**config.mk**
```make
export PLATFORM = sky130hd
export DESIGN_NAME = i2cme_engine
export DESIGN_NICKNAME = d
export VERILOG_FILES = /design/src/i2cme_pkg.sv /design/src/i2cme_sync.sv /design/src/i2cme_tick.sv /design/src/i2cme_engine.sv
export VERILOG_INCLUDE_DIRS = /design/src
export SDC_FILE = /design/constraint.sdc
export NUM_CORES = 1
export LEC_CHECK = 0
export BUFFER_PORTS_ARGS = -buffer_cell sky130_fd_sc_hd__clkbuf_2
export CORE_MARGIN = 4
export CORE_UTILIZATION = 39
export DETAILED_ROUTE_END_ITERATION = 12
export PLACE_DENSITY = 0.69
export SLEW_MARGIN = 20
export SYNTH_ARGS = -nofsm -noshare
export SYNTH_HDL_FRONTEND = slang
export SYNTH_SLANG_ARGS = --single-unit
```
**constraint.sdc**
```tcl
create_clock -name clk -period 5.37 [get_ports clk]
set_clock_uncertainty 0.2 [all_clocks]
set_input_delay 1.3425 -clock clk [delete_from_list [all_inputs] [get_ports clk]]
set_output_delay 1.3425 -clock clk [all_outputs]
set_load 0.02 [all_outputs]
```
**src/i2cme_map.svh**
```systemverilog
// Purpose: register offsets, field positions, reset values, timing
// Assumes: included by bare name
// Notes: APB byte addresses, one 32-bit word each
`ifndef I2CME_MAP_SVH
`define I2CME_MAP_SVH

`define I2CME_OFF_CTRL 8'h00
`define I2CME_OFF_STAT 8'h04
`define I2CME_OFF_OWN 8'h08
`define I2CME_OFF_DATA 8'h0C

`define I2CME_CTRL_EN 0
`define I2CME_CTRL_MSTA 1
`define I2CME_CTRL_TX 2
`define I2CME_CTRL_NOACK 3
`define I2CME_CTRL_RSTA 4

`define I2CME_STAT_DONE 0
`define I2CME_STAT_BUSY 1
`define I2CME_STAT_ADDR 2
`define I2CME_STAT_ARBL 3
`define I2CME_STAT_SRW 4
`define I2CME_STAT_NACK 5
`define I2CME_STAT_IRQ 6
`define I2CME_STAT_MSTR 7

`define I2CME_CTRL_RST 4'h0
`define I2CME_OWN_RST 7'h00

`define I2CME_SYS_HZ 50000000
`define I2CME_SCL_HZ 100000
`define I2CME_QUARTERS 4

`endif

```
**src/i2cme_pkg.sv**
```systemverilog
// Purpose: shared types of the two-wire bus engine
// Assumes: nothing
// Notes: master sequencer states are one-hot
package i2cme_pkg;

   typedef enum logic [7:0] {
      M_IDLE = 8'h01,
      M_START = 8'h02,
      M_LOW = 8'h04,
      M_HIGH = 8'h08,
      M_STOPL = 8'h10,
      M_STOPH = 8'h20,
      M_RSTL = 8'h40,
      M_RSTH = 8'h80
   } i2cme_mstate_t;

   typedef struct packed {
      logic noack;
      logic tx;
      logic msta;
      logic en;
   } i2cme_ctrl_t;

   typedef struct packed {
      logic scl;
      logic sda;
   } i2cme_line_t;

endpackage : i2cme_pkg

```
**src/i2cme_sync.sv**
```systemverilog
// Purpose: two-flop synchroniser per bit
// Assumes: inputs asynchronous to clk
// Notes: idles high like a pulled-up line
module i2cme_sync #(
   parameter int unsigned WIDTH = 2
) (
   input wire logic clk,
   input wire logic srst,
   input wire logic [WIDTH-1:0] d,
   output logic [WIDTH-1:0] q
);
   if (WIDTH < 1) begin : g_bad
      $error("WIDTH must be at least 1");
   end
   for (genvar i = 0; i < WIDTH; i++) begin : g_bit
      logic meta_q;
      always_ff @(posedge clk) begin
         if (srst) begin
            meta_q <= 1'h1;
            q[i] <= 1'h1;
         end else begin
            meta_q <= d[i];
            q[i] <= meta_q;
         end
      end
   end
endmodule : i2cme_sync

```
**src/i2cme_tick.sv**
```systemverilog
// Purpose: quarter-bit tick divider
// Assumes: clr restarts a full period
// Notes: tick is a one-cycle pulse every DIV cycles
module i2cme_tick #(
   parameter int unsigned DIV = 125
) (
   input wire logic clk,
   input wire logic srst,
   input wire logic clr,
   output logic tick
);
   localparam int unsigned CW = (DIV > 2) ? $clog2(DIV) : 1;
   localparam logic [CW-1:0] LAST = CW'(DIV - 1);
   logic [CW-1:0] cnt_q;

   if (DIV < 2) begin : g_bad
      $error("DIV must be at least 2");
   end

   always_ff @(posedge clk) begin
      if (srst || clr || cnt_q == LAST) begin
         cnt_q <= '0;
      end else begin
         cnt_q <= cnt_q + 1'h1;
      end
   end

   always_ff @(posedge clk) begin
      if (srst) begin
         tick <= 1'h0;
      end else begin
         tick <= !clr && cnt_q == LAST;
      end
   end
endmodule : i2cme_tick

```
**src/i2cme_engine.sv**
```systemverilog
// Purpose: two-wire master/slave bus engine with APB registers
// Assumes: open-drain pads outside, srst synchronous
// Notes: master, or an addressed slave unless its sent byte got a NACK, holds the clock low after each byte
// until the data register is accessed or the master begins a STOP or repeated START
//
// Our own choices: the register addresses and the APB slave port.
`include "i2cme_map.svh"

module i2cme_engine
   import i2cme_pkg::*;
#(
   parameter int unsigned SYS_CLK_HZ = `I2CME_SYS_HZ,
   parameter int unsigned SCL_HZ = `I2CME_SCL_HZ
) (
   input wire logic clk,
   input wire logic srst,
   input wire logic psel,
   input wire logic penable,
   input wire logic pwrite,
   input wire logic [7:0] paddr,
   input wire logic [31:0] pwdata,
   output logic [31:0] prdata,
   output logic pready,
   output logic pslverr,
   input wire logic scl_sense,
   output logic scl_level,
   output logic scl_oe,
   input wire logic sda_sense,
   output logic sda_level,
   output logic sda_oe,
   output logic irq_n,
   output logic byte_done_flag
);
   localparam int unsigned QDIV = (SYS_CLK_HZ + SCL_HZ * `I2CME_QUARTERS - 1) /
      (SCL_HZ * `I2CME_QUARTERS);

   if (SCL_HZ == 0 || QDIV < 2) begin : g_bad
      $error("system clock too slow for the bus clock");
   end

   i2cme_line_t line_s;
   i2cme_line_t line_p_q;
   i2cme_ctrl_t ctrl_q;
   i2cme_mstate_t m_state_q;
   i2cme_mstate_t m_state_d;
   logic [6:0] own_q;
   logic [7:0] sh_q;
   logic [7:0] rx_q;
   logic [3:0] bit_q;
   logic first_q, busy_q, master_q, addressed_q, srw_q, rx_nack_q;
   logic arb_lost_q, irq_pend_q, byte_done_q, hold_q, ph_q;
   logic start_req_q, stop_req_q, rs_req_q;
   logic tick, tick_clr, ph_done;
   logic scl_rise, scl_fall, start_det, stop_det, bus_free;
   logic tx_act, drv, lost, call_hit, ninth_fall, start_take, start_fail, frame_rise, load_ok;
   logic acc, wr, rd_data, wr_data, wr_ctrl, wr_stat;
   logic [31:0] rdata;

   i2cme_sync #(.WIDTH(2)) u_sync (
      .clk(clk),
      .srst(srst),
      .d({scl_sense, sda_sense}),
      .q(line_s)
   );

   i2cme_tick #(.DIV(QDIV)) u_tick (
      .clk(clk),
      .srst(srst),
      .clr(tick_clr),
      .tick(tick)
   );

   // Bus condition detection on synchronised levels
   always_ff @(posedge clk) begin
      if (srst) begin
         line_p_q <= 2'h3;
      end else begin
         line_p_q <= line_s;
      end
   end

   assign scl_rise = line_s.scl && !line_p_q.scl;
   assign scl_fall = !line_s.scl && line_p_q.scl;
   assign start_det = line_s.scl && line_p_q.scl && line_p_q.sda && !line_s.sda;
   assign stop_det = line_s.scl && line_p_q.scl && !line_p_q.sda && line_s.sda;
   assign bus_free = !busy_q && line_s.scl && line_s.sda;

   // APB slave, one wait state
   assign acc = psel && penable && pready;
   assign wr = acc && pwrite;
   assign wr_ctrl = wr && paddr == `I2CME_OFF_CTRL;
   assign wr_stat = wr && paddr == `I2CME_OFF_STAT;
   assign wr_data = wr && paddr == `I2CME_OFF_DATA;
   assign rd_data = acc && !pwrite && paddr == `I2CME_OFF_DATA;

   always_comb begin
      rdata = 32'h0;
      case (paddr)
         `I2CME_OFF_CTRL: rdata[3:0] = ctrl_q;
         `I2CME_OFF_STAT: begin
            rdata[`I2CME_STAT_DONE] = byte_done_q;
            rdata[`I2CME_STAT_BUSY] = busy_q;
            rdata[`I2CME_STAT_ADDR] = addressed_q;
            rdata[`I2CME_STAT_ARBL] = arb_lost_q;
            rdata[`I2CME_STAT_SRW] = srw_q;
            rdata[`I2CME_STAT_NACK] = rx_nack_q;
            rdata[`I2CME_STAT_IRQ] = irq_pend_q;
            rdata[`I2CME_STAT_MSTR] = master_q;
         end
         `I2CME_OFF_OWN: rdata[7:1] = own_q;
         `I2CME_OFF_DATA: rdata[7:0] = rx_q;
         default: rdata = 32'h0;
      endcase
   end

   always_ff @(posedge clk) begin
      if (srst) begin
         pready <= 1'h0;
         prdata <= 32'h0;
         pslverr <= 1'h0;
      end else begin
         pready <= psel && penable && !pready;
         if (psel && penable && !pready) begin
            prdata <= pwrite ? 32'h0 : rdata;
            pslverr <= paddr != `I2CME_OFF_CTRL && paddr != `I2CME_OFF_STAT &&
               paddr != `I2CME_OFF_OWN && paddr != `I2CME_OFF_DATA;
         end
      end
   end

   // Transfer direction and the level to put on the data line
   assign tx_act = first_q ? master_q : (master_q ? ctrl_q.tx : (addressed_q && srw_q));
   always_comb begin
      if (bit_q < 4'h8) begin
         drv = tx_act && !sh_q[7];
      end else if (first_q) begin
         drv = addressed_q && !master_q;
      end else begin
         drv = !tx_act && (master_q || addressed_q) && !ctrl_q.noack;
      end
   end

   // Data rises only; the rise before a repeated START or STOP is not a bit
   assign frame_rise = scl_rise && busy_q && bit_q < 4'h8 && m_state_q != M_RSTH && m_state_q != M_STOPH;
   assign lost = frame_rise && master_q && tx_act && !sda_oe && !line_s.sda;
   assign ninth_fall = scl_fall && busy_q && bit_q == 4'h8;
   assign call_hit = scl_fall && busy_q && first_q && bit_q == 4'h7 &&
      sh_q[7:1] == own_q && !master_q;
   assign start_take = m_state_q == M_IDLE && ctrl_q.en && start_req_q && bus_free;
   assign start_fail = m_state_q == M_IDLE && start_req_q && !bus_free;
   // Next byte may be loaded while held or while a repeated START runs
   assign load_ok = !busy_q || hold_q ||
      master_q && (m_state_q == M_RSTL || m_state_q == M_RSTH || m_state_q == M_START);

   // Control register and master requests
   always_ff @(posedge clk) begin
      if (srst) begin
         ctrl_q <= `I2CME_CTRL_RST;
         own_q <= `I2CME_OWN_RST;
      end else begin
         if (wr_ctrl) begin
            ctrl_q.en <= pwdata[`I2CME_CTRL_EN];
            ctrl_q.msta <= pwdata[`I2CME_CTRL_MSTA];
            ctrl_q.tx <= pwdata[`I2CME_CTRL_TX];
            ctrl_q.noack <= pwdata[`I2CME_CTRL_NOACK];
         end
         if (lost || start_fail || call_hit) begin
            ctrl_q.msta <= 1'h0;
         end
         if (wr && paddr == `I2CME_OFF_OWN) begin
            own_q <= pwdata[7:1];
         end
      end
   end

   always_ff @(posedge clk) begin
      if (srst || !master_q && !start_req_q && !wr_ctrl) begin
         start_req_q <= 1'h0;
         stop_req_q <= 1'h0;
         rs_req_q <= 1'h0;
      end else begin
         if (wr_ctrl && pwdata[`I2CME_CTRL_MSTA] && !ctrl_q.msta) begin
            start_req_q <= 1'h1;
         end else if (start_take || start_fail) begin
            start_req_q <= 1'h0;
         end
         if (wr_ctrl && !pwdata[`I2CME_CTRL_MSTA] && master_q) begin
            stop_req_q <= 1'h1;
         end else if (m_state_q == M_STOPL || !master_q) begin
            stop_req_q <= 1'h0;
         end
         if (wr_ctrl && pwdata[`I2CME_CTRL_RSTA] && master_q) begin
            rs_req_q <= 1'h1;
         end else if (m_state_q == M_RSTL || !master_q) begin
            rs_req_q <= 1'h0;
         end
      end
   end

   // Master sequencer
   assign ph_done = tick && ph_q;
   always_comb begin
      m_state_d = m_state_q;
      case (m_state_q)
         M_IDLE: if (start_take) m_state_d = M_START;
         M_START: if (ph_done) m_state_d = M_LOW;
         M_LOW: begin
            if (ph_done && hold_q && stop_req_q) begin
               m_state_d = M_STOPL;
            end else if (ph_done && hold_q && rs_req_q) begin
               m_state_d = M_RSTL;
            end else if (ph_done && !hold_q) begin
               m_state_d = M_HIGH;
            end
         end
         M_HIGH: if (ph_done || scl_fall) m_state_d = M_LOW;
         M_STOPL: if (ph_done) m_state_d = M_STOPH;
         M_STOPH: if (ph_done) m_state_d = M_IDLE;
         M_RSTL: if (ph_done) m_state_d = M_RSTH;
         M_RSTH: if (ph_done) m_state_d = M_START;
         default: m_state_d = M_IDLE;
      endcase
      if (m_state_q != M_IDLE && (lost || !master_q || !ctrl_q.en)) begin
         m_state_d = M_IDLE;
      end
   end

   // High phases count only once the line is really high
   assign tick_clr = m_state_d != m_state_q ||
      (m_state_q == M_HIGH || m_state_q == M_STOPH || m_state_q == M_RSTH) && !line_s.scl;

   always_ff @(posedge clk) begin
      if (srst) begin
         m_state_q <= M_IDLE;
         ph_q <= 1'h0;
      end else begin
         m_state_q <= m_state_d;
         ph_q <= tick_clr ? 1'h0 : (ph_q ^ tick);
      end
   end

   always_ff @(posedge clk) begin
      if (srst) begin
         master_q <= 1'h0;
      end else if (start_take) begin
         master_q <= 1'h1;
      end else if (lost || !ctrl_q.en || m_state_q == M_STOPH && ph_done ||
            stop_det && m_state_q != M_STOPH) begin
         master_q <= 1'h0;
      end
   end

   // Bus state, bit counter, shifter
   always_ff @(posedge clk) begin
      if (srst || stop_det) begin
         busy_q <= 1'h0;
         first_q <= 1'h0;
         bit_q <= 4'h0;
      end else if (start_det) begin
         busy_q <= 1'h1;
         first_q <= 1'h1;
         // Fall that ends START wraps this to bit zero
         bit_q <= 4'hF;
      end else if (ninth_fall) begin
         first_q <= 1'h0;
         bit_q <= 4'h0;
      end else if (scl_fall && busy_q) begin
         bit_q <= bit_q + 4'h1;
      end
   end

   always_ff @(posedge clk) begin
      if (srst) begin
         sh_q <= 8'h00;
         rx_q <= 8'h00;
         rx_nack_q <= 1'h0;
      end else begin
         if (wr_data && load_ok) begin
            sh_q <= pwdata[7:0];
         end else if (frame_rise) begin
            sh_q <= {sh_q[6:0], line_s.sda};
         end
         if (scl_rise && busy_q && bit_q == 4'h8) begin
            rx_nack_q <= line_s.sda;
         end
         if (ninth_fall) begin
            rx_q <= sh_q;
         end
      end
   end

   always_ff @(posedge clk) begin
      if (srst || stop_det || start_det || !ctrl_q.en) begin
         addressed_q <= 1'h0;
         srw_q <= 1'h0;
      end else if (call_hit) begin
         addressed_q <= 1'h1;
         srw_q <= sh_q[0];
      end
   end

   // Clock stretch after each byte, except a slave's sent byte that got a NACK, until software services it
   always_ff @(posedge clk) begin
      if (srst || start_det || stop_det || lost) begin
         hold_q <= 1'h0;
      end else if (ninth_fall) begin
         hold_q <= master_q || addressed_q && !(tx_act && rx_nack_q);
      end else if ((wr_data || rd_data) && !stop_req_q && !rs_req_q || m_state_q == M_STOPL ||
            m_state_q == M_RSTL) begin
         hold_q <= 1'h0;
      end
   end

   always_ff @(posedge clk) begin
      if (srst || start_det) begin
         byte_done_q <= 1'h0;
      end else if (ninth_fall) begin
         byte_done_q <= 1'h1;
      end else if (wr_data || rd_data || scl_rise && busy_q && bit_q == 4'h0) begin
         byte_done_q <= 1'h0;
      end
   end

   // Sticky flags, set wins over software clear
   always_ff @(posedge clk) begin
      if (srst) begin
         arb_lost_q <= 1'h0;
         irq_pend_q <= 1'h0;
      end else begin
         if (lost || start_fail) begin
            arb_lost_q <= 1'h1;
         end else if (wr_stat && pwdata[`I2CME_STAT_ARBL]) begin
            arb_lost_q <= 1'h0;
         end
         if (lost || start_fail || call_hit || ninth_fall) begin
            irq_pend_q <= 1'h1;
         end else if (wr_stat && pwdata[`I2CME_STAT_IRQ]) begin
            irq_pend_q <= 1'h0;
         end
      end
   end

   // Pad drive: low or released only
   always_ff @(posedge clk) begin
      if (srst) begin
         scl_oe <= 1'h0;
         sda_oe <= 1'h0;
         scl_level <= 1'h0;
         sda_level <= 1'h0;
         irq_n <= 1'h1;
         byte_done_flag <= 1'h0;
      end else begin
         scl_level <= 1'h0;
         sda_level <= 1'h0;
         scl_oe <= m_state_d == M_LOW || m_state_d == M_STOPL || m_state_d == M_RSTL ||
            hold_q && addressed_q && !master_q;
         if (m_state_d == M_START || m_state_d == M_STOPL || m_state_d == M_STOPH) begin
            sda_oe <= 1'h1;
         end else if (m_state_d == M_RSTL || m_state_d == M_RSTH || !ctrl_q.en || lost) begin
            sda_oe <= 1'h0;
         end else if (!line_s.scl) begin
            sda_oe <= drv;
         end else if (!master_q && !addressed_q) begin
            sda_oe <= 1'h0;
         end
         irq_n <= !irq_pend_q;
         byte_done_flag <= byte_done_q;
      end
   end

endmodule : i2cme_engine

```
==> results.tsv <==
metric	value	unit
Synth Cell Area	4340	µm²
Cells after DPL	674	
Final Core Density	0.431	
worst-skew pair later-pin latency	0.37	ns
drt pass-1 iters	5	
DRT Wirelength	10500	µm
commonest non-fill, non-tap cell in the layout	dfxtp_1	
Port Buf Inserts	36	
CTS tree	built	
Final Power	1.12	mW
post-detail-place hpwl	7770	µm
CP Class	in2reg	
Fin. Hold Viols	0	
slowest CP cell	a311oi_2	
maximum number of pins on one net before global-route repair	52	
synth unique cells	62	
CP required	5.41	ns
initial antenna violation count	0	
hold bufs inserted after CTS	0	
Hold WS	0.213	ns
clock sinks	81	
pre-CTS WS	1.32	ns
DIE HEIGHT	113	µm
Num CTS Buffers	9	
Fmax	274	MHz
cells after synthesis	525	
Core Region	10800	µm²
total of max-cap violations	0	
post-synthesis sequential area ratio	0.374	
chip width	113	µm
Critical Path, Cell by Cell	clkbuf_2, or4_1, nor3_1, nand4_1, a311oi_2, nor2_1, a21oi_1, nor2_1	
Synth Warn #	0	
setup_tns	0	ns
buffer levels on the longest clock path	2	
Synth async-reset ratio	0	
Hold WC Path Type	reg2reg	
final worst-path cycle share	0.680	
max-slew violation count	0	
drt wl/cell	15.3	µm
Critical Path Fanout Max	16	
n_diodes	0	
Main synth FF type	dfxtp_1	
EDFF count, synth	0	
status	completed	
I/O pins	87	
GRT Total Usage	0.167	
GRT overflow	0	
leakage power	1.72	nW
Worst-path clk slew	0.08	ns
First DRT Iteration DRCs	223	
first-pass GRT wire length	17400	µm
cts repair resizes	0	
# DRC	0	
P&R area growth vs syn	7.85	%
Via density	5.42	
Critical Path Start Type	input pin	
Setup-failing EPs final	0	
Crit path largest cell delay	0.82	ns
Starting Density	0.400	
Worst Max-Slew Pin Slew	0.965	ns
grt peak-use layer	met2	
Die Area	12900	µm²
Yosys reg bits	81	
vias	3733	
most frequent CP cell	nor2_1	
Finished Cell Area	4680	µm²
final worst setup slack	1.72	ns
max_slew headroom	0.356	
Worst IR Drop VDD	0.128	mV
unrepaired setup endpoints after global routing	no	
GP Congestion	0.923	
final non-filler cell total	689	
crit end category	flip-flop	
vias in the first global route	3431	
fraction of layout cells with a size suffix above 1	0.138	
Pwr per Cell Area	239	nW/µm²
Rows	38	
DP Area	4490	µm²
grt met1 use	0.222	
CTS Root Cell	clkbuf_8	
most frequent cells in the layout	dfxtp_1, nor2_1, nand2_1	
critical path arrival	3.70	ns
H-tree depth	3	
GR Util met2	0.269	
GRT met3 Usage	0.0355	
mean post-synth cell area	8.26	µm²
Setup Buffers After CTS	0	
Antenna Nets Post-Route	0	
fin nets	597	
post-layout minimum cycle time	3.65	ns
-- routing by layer --
layer  part of all wire  wire (µm)
met5                  0          0
met4              0.017        174
met3              0.070        733
met2               0.46       4860
met1               0.45       4780
-- sequential cells by signal, summed over array words and instances, names as in the netlist, 2 cells and up --
register             cells
prdata                   8
line_p_q                 2
u_tick.cnt_q             7
sh_q                     8
rx_q                     8
u_sync.g_bit.meta_q      2
u_sync.q                 2
m_state_q                8
own_q                    7
ctrl_q                   4
bit_q                    4
-- path summary, 6_finish.rpt --
kind / startpoint / endpoint / slack [ns] / depth (start not counted)
hold / removal: u_sync.g_bit[1].meta_q / u_sync.q[1] / 0.21 / 1
setup / recovery: paddr[5] / sh_q[4] / 1.72 / 8
hold reg to reg: u_sync.g_bit[1].meta_q / u_sync.q[1] / 0.21 / 1
setup reg to reg: m_state_q[6] / u_tick.cnt_q[3] / 1.93 / 7
-- report_power, final --
group          switching [mW]  total [mW]  internal [mW]  leakage (nW)
Clock                   0.223       0.436          0.212        0.0961
Sequential            0.00806       0.615          0.607         0.655
Combinational          0.0493      0.0689         0.0196         0.965
-- worst max-delay path, delay by kind of cell --
family          cells  cell delay, ns
simple gates        5            1.31
compound gates      2            0.97
buf+inv             1            0.07
-- layout make-up --
cell class	count	area, µm²
well taps	140	175
clock inverters	5	57.6
clock buffers	10	128
flip-flops and latches	81	1620
multi-input cells	400	2440
inverters	13	48.8
fillers	1099	6160
repair buffers	40	210
-- cell families (layout without fill, tap and decap cells) --
logic type	Yosys count	after routing	synth area share
flip-flops	81	81	0.374
adder cells (fa/ha/maj)	5	5	0.0144
AND/OR/NAND/NOR	219	219	0.265
multiplexers	30	30	0.0793
XOR/XNOR	15	15	0.0303
buffers and inverters	69	68	0.0860
AO/OA/AOI/OAI	105	105	0.150
other	1	26	0.000865
-- synth_stat cells, types with 7 or more instances --
cell / number / share of area
nand2b_1: 7 / 0.010
or2_2: 7 / 0.010
dfxtp_1: 81 / 0.37
buf_4: 26 / 0.045
nor3_1: 9 / 0.010
o21ai_0: 21 / 0.024
a21oi_1: 42 / 0.048
nand2_1: 48 / 0.042
nor4_1: 14 / 0.020
mux2i_1: 22 / 0.051
nand3_1: 17 / 0.020
inv_1: 13 / 0.011
xnor2_1: 10 / 0.020
nor2_1: 64 / 0.055
nand4_1: 8 / 0.012
clkbuf_1: 23 / 0.020
(Power assumes the default switching activity.)
